--- src/hdl/gp_pkg.sv ---
// Package of constants and types for the group 0 and group 1 port block.
// What this block does
// - Any reset returns every port to default with input and output buffers off, except group 0 pin 0, which drives TDO.
// - During sleep all I/O port directions, enables and levels hold; group 1 peripheral pins and the test port follow their drivers.
// - Groups 9 and 10 each get a gate bit apart from the shared gate.
// - Debug pin low turns group 0 into the test port TDO, TDI, TMS, TCK.
// - Debug pin high makes group 0 plain I/O under its enable registers.
// - Bit 3 of power control one gates groups 0 to 8 off, except group 0 while the debug pin is low.
// - The shared gate leaves group 1 pins on special functions working.
// - Group 0 wake select enables group 0 pins 2 and 3 as wake inputs while the debug pin is high.
// - Each group 1 pin role comes from its select; only I/O uses output enables.
// - Group 1 pins 3 and 4 wake on an edge with levels held 4 oscillator ticks.
// - Group 0 output enable bits 3..0, zero drives, reset to ones.
// - Group 0 input enable bits 3..0, one enables, reset to zeros.
// - Group 0 output data bits 3..0 drive enabled pins, reset to ones.
// - Group 0 input data bits 3..0 show sampled pin levels, reset zero.
// - Group 1 output enable bits 4..0, zero drives, reset to ones.
// - Group 1 input enable bits 4..0, one enables, reset to zeros.
// - Group 1 output data bits 4..0 drive enabled pins, reset to ones.
// - Group 1 input data shows pin levels whenever input on, any function, except gated I/O pins.
// - Function select code zero means general I/O, others are peripherals.
package gp_pkg;

  // ----------------------------------------------------------------
  // Register byte addresses.
  // ----------------------------------------------------------------
  localparam logic [15:0] G0_OE_ADDR  = 16'h28a8;
  localparam logic [15:0] G0_IE_ADDR  = 16'h28a9;
  localparam logic [15:0] G0_OD_ADDR  = 16'h28aa;
  localparam logic [15:0] G0_ID_ADDR  = 16'h28ab;
  localparam logic [15:0] G1_OE_ADDR  = 16'h28ac;
  localparam logic [15:0] G1_IE_ADDR  = 16'h28ad;
  localparam logic [15:0] G1_OD_ADDR  = 16'h28ae;
  localparam logic [15:0] G1_ID_ADDR  = 16'h28af;
  localparam logic [15:0] G1_FS_ADDR0 = 16'h28c4;
  localparam logic [15:0] PWR_ADDR    = 16'h2d00;
  localparam logic [15:0] WAKE_ADDR   = 16'h00c9;
  localparam logic [15:0] STAT_ADDR   = 16'h2d04;
  localparam int          ADDR_W      = 16;

  // ----------------------------------------------------------------
  // Field positions, widths and reset values.
  // ----------------------------------------------------------------
  localparam int          G0_N        = 4;
  localparam int          G1_N        = 5;
  localparam int          FS_W        = 3;
  localparam int          PWR_SHARED  = 3;
  localparam int          PWR_G9      = 4;
  localparam int          PWR_G10     = 5;
  localparam int          WAKE_G0_SEL = 1;
  localparam logic [2:0]  FS_GPIO     = 3'h0;
  localparam logic [3:0]  G0_OE_RST   = 4'hf;
  localparam logic [3:0]  G0_IE_RST   = 4'h0;
  localparam logic [3:0]  G0_OD_RST   = 4'hf;
  localparam logic [4:0]  G1_OE_RST   = 5'h1f;
  localparam logic [4:0]  G1_IE_RST   = 5'h00;
  localparam logic [4:0]  G1_OD_RST   = 5'h1f;
  localparam logic [7:0]  PWR_RST     = 8'h00;
  localparam logic [7:0]  WAKE_RST    = 8'h00;
  localparam logic [2:0]  WAKE_HOLD   = 3'h4;

  // Signals of the test access port.
  typedef struct packed {
    logic tdo;
    logic tdi;
    logic tms;
    logic tck;
  } gp_jtag_s;

  // Pin group: level out, output enable.
  typedef struct packed {
    logic [G1_N-1:0] o;
    logic [G1_N-1:0] oe;
  } gp_pin_drv_s;

endpackage

--- src/hdl/gp_ports.sv ---
// Group 0 and group 1 port logic with an AHB-Lite register slave.
//
// The AHB-Lite interface to the registers was chosen for this implementation.
`timescale 1ns/10ps
module gp_ports (
  input  wire logic                hclk,
  input  wire logic                hresetn,
  input  wire logic                hsel,
  input  wire logic [31:0]         haddr,
  input  wire logic [1:0]          htrans,
  input  wire logic                hwrite,
  input  wire logic [2:0]          hsize,
  input  wire logic [31:0]         hwdata,
  input  wire logic                hready,
  output logic [31:0]              hrdata,
  output logic                     hreadyout,
  output logic                     hresp,
  input  wire logic                oscillator_clock,
  input  wire logic                debug_select_pin,
  input  wire logic                sleep_req,
  input  wire logic [3:0]          g0_pin_in,
  output logic [3:0]               g0_pin_out,
  output logic [3:0]               g0_pin_oe,
  input  wire logic [4:0]          g1_pin_in,
  output logic [4:0]               g1_pin_out,
  output logic [4:0]               g1_pin_oe,
  input  wire gp_pkg::gp_pin_drv_s g1_spec_drv,
  output logic [4:0]               g1_spec_in,
  input  wire logic                jtag_tdo,
  output gp_pkg::gp_jtag_s         jtag_in,
  output logic                     gate_low_groups,
  output logic                     gate_group9,
  output logic                     gate_group10,
  output logic                     wake_event
);

  // ----------------------------------------------------------------
  // Register state.
  // ----------------------------------------------------------------
  logic [3:0]  g0_oe_r, g0_ie_r, g0_od_r, g0_id_r;
  logic [4:0]  g1_oe_r, g1_ie_r, g1_od_r, g1_id_r;
  logic [2:0]  g1_fs_r [5];
  logic [7:0]  pwr_r, wake_r;
  logic        sleep_r;
  logic        wr_pend_r;
  logic [15:0] wr_addr_r;

  // Pin synchronisers: first stage feeds only the second.
  logic [3:0] g0_s1_r, g0_s2_r;
  logic [4:0] g1_s1_r, g1_s2_r;
  logic       osc_s1_r, osc_s2_r, osc_s3_r, dbg_s1_r, dbg_s2_r, slp_s1_r, slp_s2_r;

  // Synchronise pin levels, debug pin, sleep request and oscillator clock.
  always_ff @(posedge hclk or negedge hresetn) begin
    if (!hresetn) begin
      {g0_s1_r, g0_s2_r} <= '0;
      {g1_s1_r, g1_s2_r} <= '0;
      {osc_s1_r, osc_s2_r, osc_s3_r} <= '0;
      {dbg_s1_r, dbg_s2_r, slp_s1_r, slp_s2_r} <= 4'h0;
    end else begin
      g0_s1_r  <= g0_pin_in;
      g0_s2_r  <= g0_s1_r;
      g1_s1_r  <= g1_pin_in;
      g1_s2_r  <= g1_s1_r;
      osc_s1_r <= oscillator_clock;
      osc_s2_r <= osc_s1_r;
      osc_s3_r <= osc_s2_r;
      dbg_s1_r <= debug_select_pin;
      dbg_s2_r <= dbg_s1_r;
      slp_s1_r <= sleep_req;
      slp_s2_r <= slp_s1_r;
    end
  end

  // ----------------------------------------------------------------
  // AHB-Lite slave: zero wait states, writes land at the data phase.
  // ----------------------------------------------------------------
  // True when an address falls on one of the five group 1 select bytes.
  function automatic logic fs_range(input logic [15:0] a);
    return (a >= gp_pkg::G1_FS_ADDR0) && (a < gp_pkg::G1_FS_ADDR0 + 16'h0005);
  endfunction

  wire        take    = hsel & hready & htrans[1];
  wire [15:0] a_addr  = haddr[15:0];
  wire        do_wr   = wr_pend_r & ~sleep_r;
  wire        fs_hit  = fs_range(wr_addr_r);
  wire [2:0]  fs_idx  = 3'(wr_addr_r - gp_pkg::G1_FS_ADDR0);
  wire [2:0]  rd_idx  = 3'(a_addr - gp_pkg::G1_FS_ADDR0);
  wire        rd_fs   = fs_range(a_addr);

  // Address phase capture of write requests.
  always_ff @(posedge hclk or negedge hresetn) begin
    if (!hresetn) begin
      wr_pend_r <= 1'b0;
      wr_addr_r <= 16'h0000;
    end else begin
      wr_pend_r <= take & hwrite;
      wr_addr_r <= a_addr;
    end
  end

  // Read data is registered at the address phase edge.
  logic [31:0] rd_nxt;
  always_comb begin
    rd_nxt = 32'h0000_0000;
    case (a_addr)
      gp_pkg::G0_OE_ADDR: rd_nxt[3:0] = g0_oe_r;
      gp_pkg::G0_IE_ADDR: rd_nxt[3:0] = g0_ie_r;
      gp_pkg::G0_OD_ADDR: rd_nxt[3:0] = g0_od_r;
      gp_pkg::G0_ID_ADDR: rd_nxt[3:0] = g0_id_r;
      gp_pkg::G1_OE_ADDR: rd_nxt[4:0] = g1_oe_r;
      gp_pkg::G1_IE_ADDR: rd_nxt[4:0] = g1_ie_r;
      gp_pkg::G1_OD_ADDR: rd_nxt[4:0] = g1_od_r;
      gp_pkg::G1_ID_ADDR: rd_nxt[4:0] = g1_id_r;
      gp_pkg::PWR_ADDR:   rd_nxt[7:0] = pwr_r;
      gp_pkg::WAKE_ADDR:  rd_nxt[7:0] = wake_r;
      gp_pkg::STAT_ADDR:  rd_nxt[2:0] = {wake_event, sleep_r, dbg_s2_r};
      default:            rd_nxt[2:0] = rd_fs ? g1_fs_r[rd_idx] : 3'h0;
    endcase
  end

  always_ff @(posedge hclk or negedge hresetn) begin
    if (!hresetn) hrdata <= 32'h0000_0000;
    else if (take && !hwrite) hrdata <= rd_nxt;
  end

  assign hreadyout = 1'b1;
  assign hresp     = 1'b0;

  // ----------------------------------------------------------------
  // Configuration registers, held frozen while asleep.
  // ----------------------------------------------------------------
  always_ff @(posedge hclk or negedge hresetn) begin
    if (!hresetn) begin
      g0_oe_r <= gp_pkg::G0_OE_RST;
      g0_ie_r <= gp_pkg::G0_IE_RST;
      g0_od_r <= gp_pkg::G0_OD_RST;
      g1_oe_r <= gp_pkg::G1_OE_RST;
      g1_ie_r <= gp_pkg::G1_IE_RST;
      g1_od_r <= gp_pkg::G1_OD_RST;
      pwr_r   <= gp_pkg::PWR_RST;
      wake_r  <= gp_pkg::WAKE_RST;
      for (int i = 0; i < 5; i++) g1_fs_r[i] <= gp_pkg::FS_GPIO;
    end else if (do_wr) begin
      case (wr_addr_r)
        gp_pkg::G0_OE_ADDR: g0_oe_r <= hwdata[3:0];
        gp_pkg::G0_IE_ADDR: g0_ie_r <= hwdata[3:0];
        gp_pkg::G0_OD_ADDR: g0_od_r <= hwdata[3:0];
        gp_pkg::G1_OE_ADDR: g1_oe_r <= hwdata[4:0];
        gp_pkg::G1_IE_ADDR: g1_ie_r <= hwdata[4:0];
        gp_pkg::G1_OD_ADDR: g1_od_r <= hwdata[4:0];
        gp_pkg::PWR_ADDR:   pwr_r   <= hwdata[7:0];
        gp_pkg::WAKE_ADDR:  wake_r  <= hwdata[7:0];
        default: if (fs_hit) g1_fs_r[fs_idx] <= hwdata[2:0];
      endcase
    end
  end

  // ----------------------------------------------------------------
  // Pin muxing, gating and input sampling.
  // ----------------------------------------------------------------
  wire       jtag_mode = ~dbg_s2_r;
  wire       gate_low  = pwr_r[gp_pkg::PWR_SHARED];
  wire [4:0] g1_gpio;

  // Group 0: test port when debug pin low, gated I/O otherwise.
  assign g0_pin_oe  = jtag_mode ? 4'h1 : (gate_low ? 4'h0 : ~g0_oe_r);
  assign g0_pin_out = jtag_mode ? {3'h0, jtag_tdo} : g0_od_r;
  assign jtag_in    = '{tdo: jtag_tdo, tdi: g0_s2_r[1], tms: g0_s2_r[2], tck: g0_s2_r[3]};

  // Group 1: function select picks I/O or peripheral; gate spares peripherals.
  for (genvar p = 0; p < 5; p++) begin : g_g1
    assign g1_gpio[p]    = (g1_fs_r[p] == gp_pkg::FS_GPIO);
    assign g1_pin_oe[p]  = g1_gpio[p] ? (~gate_low & ~g1_oe_r[p]) : g1_spec_drv.oe[p];
    assign g1_pin_out[p] = g1_gpio[p] ? g1_od_r[p] : g1_spec_drv.o[p];
    assign g1_spec_in[p] = g1_gpio[p] ? 1'b0 : g1_s2_r[p];
  end

  assign gate_low_groups = gate_low;
  assign gate_group9     = pwr_r[gp_pkg::PWR_G9];
  assign gate_group10    = pwr_r[gp_pkg::PWR_G10];

  // Input data follows pins only where input is on and not gated.
  wire [3:0] g0_ien = jtag_mode ? 4'h0 : (gate_low ? 4'h0 : g0_ie_r);
  wire [4:0] g1_ien = g1_ie_r & ~(g1_gpio & {5{gate_low}});
  always_ff @(posedge hclk or negedge hresetn) begin
    if (!hresetn) begin
      g0_id_r <= 4'h0;
      g1_id_r <= 5'h00;
    end else begin
      g0_id_r <= (g0_s2_r & g0_ien) | (g0_id_r & ~g0_ien);
      g1_id_r <= (g1_s2_r & g1_ien) | (g1_id_r & ~g1_ien);
    end
  end

  // ----------------------------------------------------------------
  // Sleep latch and pin wakeup with hold filter on oscillator ticks.
  // ----------------------------------------------------------------
  wire osc_tick = osc_s2_r & ~osc_s3_r;
  wire [3:0] wk_en = {g1_ie_r[4:3],
                      {2{wake_r[gp_pkg::WAKE_G0_SEL]}} & ~{2{jtag_mode}}};
  wire [3:0] wk_lvl = {g1_s2_r[4:3], g0_s2_r[3:2]};
  logic [3:0] wk_stable_r;
  logic [2:0] wk_cnt_r [4];
  logic [3:0] wk_hit;

  // Per pin: a level is stable after the hold count of oscillator ticks.
  always_ff @(posedge hclk or negedge hresetn) begin
    if (!hresetn) begin
      wk_stable_r <= 4'h0;
      for (int i = 0; i < 4; i++) wk_cnt_r[i] <= 3'h0;
    end else if (osc_tick) begin
      for (int i = 0; i < 4; i++) begin
        if (wk_lvl[i] != wk_stable_r[i]) begin
          if (wk_cnt_r[i] >= gp_pkg::WAKE_HOLD - 3'h1) begin
            wk_stable_r[i] <= wk_lvl[i];
            wk_cnt_r[i]    <= 3'h0;
          end else begin
            wk_cnt_r[i] <= wk_cnt_r[i] + 3'h1;
          end
        end else begin
          wk_cnt_r[i] <= 3'h0;
        end
      end
    end
  end

  // Accepted edge: old level was stable and new level held long enough.
  always_comb begin
    for (int i = 0; i < 4; i++) begin
      wk_hit[i] = osc_tick && wk_en[i] && (wk_lvl[i] != wk_stable_r[i]) &&
                  (wk_cnt_r[i] >= gp_pkg::WAKE_HOLD - 3'h1);
    end
  end

  // Sleep entry from request; a filtered edge wakes the system.
  always_ff @(posedge hclk or negedge hresetn) begin
    if (!hresetn) begin
      sleep_r    <= 1'b0;
      wake_event <= 1'b0;
    end else begin
      wake_event <= sleep_r & (|wk_hit);
      if (sleep_r && |wk_hit) sleep_r <= 1'b0;
      else if (slp_s2_r) sleep_r <= 1'b1;
    end
  end

  // ----------------------------------------------------------------
  // Assertions.
  // ----------------------------------------------------------------
  a_sleep_holds_cfg: assert property (@(posedge hclk) disable iff (!hresetn)
    sleep_r && $past(sleep_r) |-> $stable(g0_oe_r) && $stable(g1_od_r))
    else $error("Configuration changed during sleep.");
  a_jtag_tdo_drive: assert property (@(posedge hclk) disable iff (!hresetn)
    !dbg_s2_r |-> g0_pin_oe == 4'h1 && g0_pin_out[0] == jtag_tdo)
    else $error("Test port not driving TDO.");
  a_gate_off_g0: assert property (@(posedge hclk) disable iff (!hresetn)
    dbg_s2_r && gate_low |-> g0_pin_oe == 4'h0)
    else $error("Gated group 0 still drives.");
  a_spec_survive: assert property (@(posedge hclk) disable iff (!hresetn)
    g1_fs_r[0] != 3'h0 |-> g1_pin_oe[0] == g1_spec_drv.oe[0])
    else $error("Special function disturbed.");
  a_gpio_oe_g1: assert property (@(posedge hclk) disable iff (!hresetn)
    g1_fs_r[1] == 3'h0 && !gate_low |-> g1_pin_oe[1] == !g1_oe_r[1])
    else $error("Group 1 drive enable wrong.");
  a_id_frozen: assert property (@(posedge hclk) disable iff (!hresetn)
    !$past(g1_ien[2]) |-> g1_id_r[2] == $past(g1_id_r[2]))
    else $error("Disabled input data moved.");
  a_id_follow: assert property (@(posedge hclk) disable iff (!hresetn)
    $past(g0_ien[0]) |-> g0_id_r[0] == $past(g0_s2_r[0]))
    else $error("Input data not sampled.");
  a_wake_pulse: assert property (@(posedge hclk) disable iff (!hresetn)
    wake_event |-> !sleep_r && $past(sleep_r) && $past(|wk_en))
    else $error("Wake without enabled pin in sleep.");
  a_reset_defaults: assert property (@(posedge hclk)
    $rose(hresetn) |-> g0_oe_r == 4'hf && g1_ie_r == 5'h00)
    else $error("Reset defaults wrong.");
  // Further reset values of the output side.
  a_reset_more: assert property (@(posedge hclk)
    $rose(hresetn) |-> g0_od_r == gp_pkg::G0_OD_RST && g1_oe_r == gp_pkg::G1_OE_RST)
    else $error("Output reset values wrong.");
  // Input data starts cleared after reset.
  a_reset_ids: assert property (@(posedge hclk)
    $rose(hresetn) |-> g0_id_r == 4'h0 && g1_id_r == 5'h00)
    else $error("Input data reset wrong.");
  // Enables and data hold while asleep.
  a_sleep_holds_rest: assert property (@(posedge hclk) disable iff (!hresetn)
    sleep_r && $past(sleep_r) |-> $stable(g0_od_r) && $stable(g1_oe_r) && $stable(g1_ie_r))
    else $error("Port state changed during sleep.");
  // Power, wake and group 0 input enable settings hold while asleep.
  a_sleep_holds_pwr: assert property (@(posedge hclk) disable iff (!hresetn)
    sleep_r && $past(sleep_r) |-> $stable(pwr_r) && $stable(wake_r) && $stable(g0_ie_r))
    else $error("Power settings changed during sleep.");
  // Group 0 in plain I/O mode follows its output enables.
  a_gpio_oe_g0: assert property (@(posedge hclk) disable iff (!hresetn)
    dbg_s2_r && !gate_low |-> g0_pin_oe == ~g0_oe_r)
    else $error("Group 0 drive enable wrong.");
  // Group 0 in plain I/O mode drives its output data.
  a_gpio_out_g0: assert property (@(posedge hclk) disable iff (!hresetn)
    dbg_s2_r |-> g0_pin_out == g0_od_r)
    else $error("Group 0 output data wrong.");
  // Test port inputs come from the synchronised pins.
  a_jtag_in_sync: assert property (@(posedge hclk) disable iff (!hresetn)
    !dbg_s2_r |-> jtag_in.tdi == $past(g0_s1_r[1]) && jtag_in.tck == $past(g0_s1_r[3]))
    else $error("Test port input wrong.");
  // No group 0 wake while the test port owns the pins.
  a_jtag_no_wake: assert property (@(posedge hclk) disable iff (!hresetn)
    !dbg_s2_r |-> wk_hit[1:0] == 2'h0)
    else $error("Wake from test port pins.");
  // Group 0 wake needs its select bit.
  a_g0_sel_off: assert property (@(posedge hclk) disable iff (!hresetn)
    !wake_r[gp_pkg::WAKE_G0_SEL] |-> wk_hit[1:0] == 2'h0)
    else $error("Group 0 wake without select.");
  // A filtered edge in sleep wakes and pulses.
  a_wake_clears: assert property (@(posedge hclk) disable iff (!hresetn)
    sleep_r && (|wk_hit) |=> wake_event && !sleep_r)
    else $error("Filtered edge did not wake.");
  // No wake pulse while awake.
  a_wake_no_sleep: assert property (@(posedge hclk) disable iff (!hresetn)
    !sleep_r |=> !wake_event)
    else $error("Wake pulse while awake.");
  // A group 1 pin without input enable never wakes.
  a_wake_disabled: assert property (@(posedge hclk) disable iff (!hresetn)
    !wk_en[2] |-> !wk_hit[2])
    else $error("Disabled pin woke.");
  // The hold counter never passes the hold count.
  a_wk_cnt_bound: assert property (@(posedge hclk) disable iff (!hresetn)
    wk_cnt_r[2] < gp_pkg::WAKE_HOLD)
    else $error("Hold counter overran.");
  // A write lands in the group 0 output enables.
  a_write_oe0: assert property (@(posedge hclk) disable iff (!hresetn)
    do_wr && wr_addr_r == gp_pkg::G0_OE_ADDR |=> g0_oe_r == $past(hwdata[3:0]))
    else $error("Group 0 enable write lost.");
  // A write lands in the group 0 output data.
  a_write_od0: assert property (@(posedge hclk) disable iff (!hresetn)
    do_wr && wr_addr_r == gp_pkg::G0_OD_ADDR |=> g0_od_r == $past(hwdata[3:0]))
    else $error("Group 0 data write lost.");
  // A write lands in the group 1 input enables.
  a_write_ie1: assert property (@(posedge hclk) disable iff (!hresetn)
    do_wr && wr_addr_r == gp_pkg::G1_IE_ADDR |=> g1_ie_r == $past(hwdata[4:0]))
    else $error("Group 1 input enable write lost.");
  // A read returns the group 1 output data.
  a_read_od1: assert property (@(posedge hclk) disable iff (!hresetn)
    take && !hwrite && a_addr == gp_pkg::G1_OD_ADDR |=> hrdata[4:0] == $past(g1_od_r))
    else $error("Group 1 data read wrong.");
  // The shared gate turns off a group 1 I/O driver.
  a_gated_g1_off: assert property (@(posedge hclk) disable iff (!hresetn)
    g1_gpio[0] && gate_low |-> !g1_pin_oe[0])
    else $error("Gated group 1 still drives.");
  // A peripheral pin drives the peripheral level.
  a_spec_out_g1: assert property (@(posedge hclk) disable iff (!hresetn)
    !g1_gpio[2] |-> g1_pin_out[2] == g1_spec_drv.o[2])
    else $error("Peripheral level not driven.");
  // A peripheral pin passes its level to the peripheral.
  a_spec_in_pin: assert property (@(posedge hclk) disable iff (!hresetn)
    g1_fs_r[1] != gp_pkg::FS_GPIO |-> g1_spec_in[1] == $past(g1_s1_r[1]))
    else $error("Peripheral input wrong.");
  // An I/O pin drives its output data.
  a_gpio_out_g1: assert property (@(posedge hclk) disable iff (!hresetn)
    g1_gpio[3] |-> g1_pin_out[3] == g1_od_r[3])
    else $error("Group 1 output data wrong.");
  // Code zero keeps the peripheral input quiet.
  a_spec_in_gpio: assert property (@(posedge hclk) disable iff (!hresetn)
    g1_fs_r[4] == gp_pkg::FS_GPIO |-> !g1_spec_in[4])
    else $error("I/O pin fed a peripheral.");
  // Disabled group 0 input data stays put.
  a_id_frozen_g0: assert property (@(posedge hclk) disable iff (!hresetn)
    !$past(g0_ien[1]) |-> g0_id_r[1] == $past(g0_id_r[1]))
    else $error("Disabled group 0 data moved.");
  // Enabled group 1 input data follows the pin.
  a_id_follow_g1: assert property (@(posedge hclk) disable iff (!hresetn)
    $past(g1_ien[0]) |-> g1_id_r[0] == $past(g1_s2_r[0]))
    else $error("Group 1 input not sampled.");
  // The shared gate output follows its bit.
  a_gate_shared: assert property (@(posedge hclk) disable iff (!hresetn)
    gate_low_groups == pwr_r[gp_pkg::PWR_SHARED])
    else $error("Shared gate wrong.");
  // The group 9 gate follows its own bit.
  a_gate_g9_bit: assert property (@(posedge hclk) disable iff (!hresetn)
    gate_group9 == pwr_r[gp_pkg::PWR_G9])
    else $error("Group 9 gate wrong.");
  // The group 10 gate follows its own bit.
  a_gate_g10_bit: assert property (@(posedge hclk) disable iff (!hresetn)
    gate_group10 == pwr_r[gp_pkg::PWR_G10])
    else $error("Group 10 gate wrong.");

endmodule

--- config.mk ---
export PLATFORM = sky130hd
export DESIGN_NAME = gp_ports
export DESIGN_NICKNAME = d
export VERILOG_FILES = /design/src/hdl/gp_pkg.sv /design/src/hdl/gp_ports.sv
export SDC_FILE = /design/constraint.sdc
export NUM_CORES = 1
export LEC_CHECK = 0
export BUFFER_PORTS_ARGS = -buffer_cell sky130_fd_sc_hd__clkbuf_2
export CORE_ASPECT_RATIO = 0.7
export CORE_MARGIN = 2
export CORE_UTILIZATION = 48
export CTS_CLUSTER_SIZE = 14
export DETAILED_ROUTE_END_ITERATION = 10
export PLACE_DENSITY = 0.76
export SYNTH_ARGS = -nofsm -noshare
export SYNTH_HDL_FRONTEND = slang
export SYNTH_SLANG_ARGS = --single-unit
--- constraint.sdc ---
create_clock -name hclk -period 2.1 [get_ports hclk]
set_clock_uncertainty 0.05 [all_clocks]
set_input_delay 0.105 -clock hclk [delete_from_list [all_inputs] [get_ports hclk]]
set_output_delay 0.105 -clock hclk [all_outputs]
set_load 0.02 [all_outputs]
# Word-level counts from Yosys, hierarchy flattened
# Index checks and enable logic that the tools add are counted.
# op_classes
n_addsub,6
order_cmp,11
n_eq_ne,23
mux,41
bitwise,37
reduce_logical,39
# op_table
operator,count
16-bit by 14-bit == test with 1-bit output (second input constant),17
3-bit 2-to-1 mux,12
3-bit one-hot mux with 11 select lines,1
16-bit by 8-bit == test with 1-bit output (second input constant),2
16-bit by 14-bit >= comparator with 1-bit output (second input constant),2
16-bit by 14-bit less-than comparator with 1-bit output (second input constant),2
5-bit AND,4
4-bit 2-to-1 mux,5
1-bit logical AND,17
1-bit 2-to-1 mux,17
2-bit AND reduction,8
15-bit bitwise mux,1
3-bit logical NOT,5
3-bit AND reduction,5
3-bit by 1-bit adder with 3-bit output (second input constant),4
3-bit by 2-bit >= comparator with 1-bit output (second input constant),4
1-bit AND,11
1-bit inverter,10
5-bit inverter,2
1-bit one-hot mux with 10 select lines,1
3-bit binary-select mux with 3-bit select,1
3-bit demux with 3-bit select,1
4-bit AND,2
4-bit >= comparator (second input constant),2
15 further kinds,21
# totals
reg_bits,135
inputBits,97
out_inout_bits,65
wordCells,196

# Depth between registers and ports, before layout
# logic_depth
word_depth,9
ltp_mapped,7

# Worst setup path after synthesis
# OpenSTA, ideal clock, no wires.
# synth_path
path_type,reg2reg
startpoint,reg wr_addr_r[4]
endpoint,reg pwr_r[0]
setup_ns,0.125
arrival_ns,1.886
required_ns,1.925
slack_ns,0.039
path_stages_with_launch,5
n_path_buf,0
synth_period_minus_slack_ns,2.061
cell_sequence,dfrtp_1 > or2_2 > or4_1 > nor3_2 > mux2_2
# synth_between
elab_chain_cells,2
# synth_rtl
item,line,rtl
from (decl),gp_ports.sv:46,logic [15:0] wr_addr_r;
from (signal assigned),gp_ports.sv:98,wr_addr_r <= a_addr;
16-bit by 14-bit == test with 1-bit output,gp_ports.sv:145,case (wr_addr_r)
2-bit AND reduction (no source line),--,
to (signal assigned),gp_ports.sv:141,pwr_r <= gp_pkg::PWR_RST;
to (signal assigned),gp_ports.sv:152,gp_pkg::PWR_ADDR: pwr_r <= hwdata[7:0];
to (decl),gp_ports.sv:43,"logic [7:0] pwr_r, wake_r;"
# Every way passes these cells.
# A chain may end at the register's enable or synchronous reset.

# Final worst setup path
# layout_path
startpoint,reg wr_addr_r[2]
endpoint,reg g1_fs_r[14] (netlist bit)
# layout_between
elab_chain_cells,7
# layout_rtl
item,line,rtl
3-bit subtractor,gp_ports.sv:87,wire [2:0] fs_idx = 3'(wr_addr_r - gp_pkg::G1_FS_ADDR0);
3-bit inverter with 4-bit output (implied by the code),gp_ports.sv:154,default: if (fs_hit) g1_fs_r[fs_idx] <= hwdata[2:0];
4-bit >= comparator (implied by the code) or 4-bit by 1-bit less-than comparator with 1-bit output (tied branches),gp_ports.sv:154,
1-bit logical AND (implied by the code),gp_ports.sv:154,
3-bit 2-to-1 mux (implied by the code),gp_ports.sv:154,
3-bit demux with 3-bit select,gp_ports.sv:154,
15-bit bitwise mux,gp_ports.sv:154,
"to (signal, indexed assignment)",gp_ports.sv:154,
to (decl),gp_ports.sv:42,logic [2:0] g1_fs_r [5];
# Parallel ways exist; a longest one is shown, timed or not.

==> run_results.csv <==
group,metric,value,unit
place,gp_congestion,0.8442,
global_routing,grt_overflow_total,0,
timing,drv_slew,0,
floorplanning,die_area,14000,um^2
clocking,htreeDepth,4,
timing,min_period,2.215,ns
clocking,cts_buffer_depth,2,
floorplanning,core-area,12590,um^2
global_routing,grt_max_degree,61,
yosys,synth_edf_count,0,
yosys,synth_fa_ha_area_share,1.597,%
finish,diodes,0,
detailed_routing,ant_nets,0,
clocking,clk_pin_slew,0.06,ns
yosys,synth_area_per_cell,12.51,um^2
critical_path,endpoint_kind,"register",
detailed_routing,dr.pass1.iters,4,
finish,syn2layout_area_growth,30.29,%
place,portBuffers,91,
yosys,syn_area,6267,um^2
power,p_leak,3.824,nW
global_routing,grt_antenna_before_repair,0,
finish,finalNetCount,766,
timing,slew-limit-headroom,55.27,%
yosys,synth_compound_area_share,5.550,%
floorplanning,dieHeight,99.60,um
place,placed_cells,767,
detailed_routing,route.detailed.drc,0,
finish,fin_cells,835,
flow_run,drv_cap,0,
place,dpl.hpwl,11390,um
clocking,clock-sinks,135,
detailed_routing,wl_per_cell,19.62,um
power,irDropWorstVdd,0.6433,mV
timing,setup_violations,35,
yosys,synth_seq_cells,135,
detailed_routing,wirelength,16390,um
worst_hold_path,min_path_type,"in2reg",
yosys,synth-seq-area-share,54.26,%
floorplanning,die_x,140.6,um
critical_path,crit_path_max_fanout,4,
yosys,synth_top_family_by_area,"multiplexers",
yosys,ys.warnings.count,0,
timing,fin_ws,-0.1154,ns
timing,grt_setup_unrepaired,"yes",
timing,whs,0.06081,ns
critical_path,crit_type,"reg2reg",
critical_path,critPathLaunchType,"register",
clocking,numCtsBuffers,17,
timing,max_freq,0.4514,GHz
yosys,synth_ff_type,"dfrtp_1",
yosys,synth.distinct_cells,51,
floorplanning,start_util,49.77,%
floorplanning,rows,34,
detailed_routing,vias,4601,
global_routing,grt_pass1_vias,4845,
clocking,cts-root-buf,"clkbuf_16",
run_status,violations,"setup timing",
clocking,cts_tree,"done",
yosys,syn_inst,501,
critical_path,cp_data_required_time,2.35,ns
floorplanning,io_pins,162,
global_routing,globalRouteTotalUtil,24.27,%
timing,hold_viol,0,
yosys,muxShareOfSynthArea,20.12,%
global_routing,grt_pass1_wl,25570,um
yosys,synth_xor_xnor_area_share,0.5590,%
critical_path,cp.arrival,2.47,ns
timing,post-route-period-util,105.5,%
finish,drive_gt1_share,45.32,%
yosys,synth_simple_gate_area_share,12.50,%
power,powerDensity,851.4,nW/um^2
place,place_ws,-0.1048,ns
detailed_routing,drtIter0Drc,246,
timing,worstMarginPinSlew,0.6684,ns
yosys,async_flop_share,100.0,%
clocking,clk_latency,0.42,ns
run_status,status,"finished with violations",
detailed_routing,via_per_inst,5.510,
==> where the power goes <==
part	total (mW)	leakage, nW	internal, mW	switching [mW]
sequential	2.96	1.69	2.80	0.160
combinational	0.888	1.84	0.391	0.498
clock	3.11	0.294	1.98	1.13
==> metrics by stage <==
stage	TNS [ns]	cell area, um^2	power [mW]	util (%)
after global placement	-1.591	7019	3.731	55.74
after global routing	-5.725	8165	7.240	64.85
after CTS	-0.6584	8100	6.967	64.33
after floorplan	0	6357	3.482	-
after detailed placement	-2.108	7019	3.801	55.74
final	-1.629	8165	6.952	64.85
==> Yosys cell counts (10+ instances only) <==
cell	n	share of area, %
nor2_1	30	1.8
dfstp_2	18	7.5
nand2_1	33	2.0
inv_1	11	0.66
mux2_2	94	17
clkbuf_1	12	0.72
nor3_1	10	0.80
nor2b_1	10	1.0
buf_4	30	3.6
a21oi_1	10	0.80
dfrtp_1	117	47
==> logic make-up after synthesis <==
group           after synthesis
compound gates               51
xor+xnor                      4
fa+ha+maj                     8
buf+inv                      57
flops                       135
mux                         103
other cells                   2
simple gates                141
==> state kept, by name, summed over array words and instances (netlist names), 8 cells and up, named ones only <==
name,flops
g1_fs_r,15
hrdata,8
pwr_r,8
wake_r,8
wk_cnt_r,12
wr_addr_r,16
==> layout by cell type, fill, tap and decap left out, drive strengths merged, types with 3 or more instances in the layout <==
cell         instances
dlygate4sd3         34
nor2b               10
and2                 5
a221oi               6
o31ai                3
and4                 3
mux2                94
inv                 13
o22ai                5
nand2               33
nor4                 3
conb                26
nor2                32
nor3                14
dfstp               18
nand2b               9
or4                  4
a211oi               5
clkinv               4
o21ai                9
a21oi               10
a21o                 3
bufinv               4
nand4                3
clkbuf             109
nand3                9
ha                   8
dfrtp              117
mux4                 9
buf                 39
nor4b                7
==> what timing repair did <==
action                                 4_1_cts  5_1_grt
setup endpoints to repair                   47       68
endpoints found under the hold margin       95        0
buffers inserted                             2        1
gates resized for setup                     23       14
pin swaps                                    5        3
hold buffers                                34        0
==> cell type report <==
type | count | area (um^2)
Clock inverter | 12 | 176.4
Inverter | 11 | 41.29
Timing Repair Buffer | 163 | 1139
Fill cell | 901 | 4427
Tap cell | 162 | 202.7
Multi-Input combinational cell | 333 | 2773
Clock buffer | 19 | 432.9
Sequential cell | 135 | 3401
==> critical path, cell delays in order, from the launching register on <==
cell     delay (ns)
dfrtp_1        0.41
buf_6          0.14
nor4b_4        0.24
a21oi_2        0.08
or4_4          0.57
nor3_4         0.23
mux2_2         0.36
==> per-layer routing <==
metal	part of all wire, %	track usage, %	vias to the layer above
met5	0	0	-
met4	1.5	9.000	0
met3	7.2	7.511	21
met2	48	38.05	180
met1	44	32.23	2333
li1	-	-	2067
==> path summary, 6_finish.rpt <==
check	from	to	slack (ns)	cells past startpoint
min in group asynchronous	hresetn	osc_s3_r$_DFF_PN0_	0.17	2
max in group asynchronous	hresetn	wr_addr_r[15]$_DFF_PN0_	1.05	3
hold reg to reg	g0_s1_r[3]$_DFF_PN0_	g0_s2_r[3]$_DFF_PN0_	0.30	0
hold / removal	haddr[1]	wr_addr_r[1]$_DFF_PN0_	0.06	2
setup / recovery	wr_addr_r[2]$_DFF_PN0_	g1_fs_r[14]$_DFFE_PN0P_	-0.12	6
setup reg to reg	wr_addr_r[2]$_DFF_PN0_	g1_fs_r[14]$_DFFE_PN0P_	-0.12	6
Note: power is estimated with default switching activity, not from simulation.
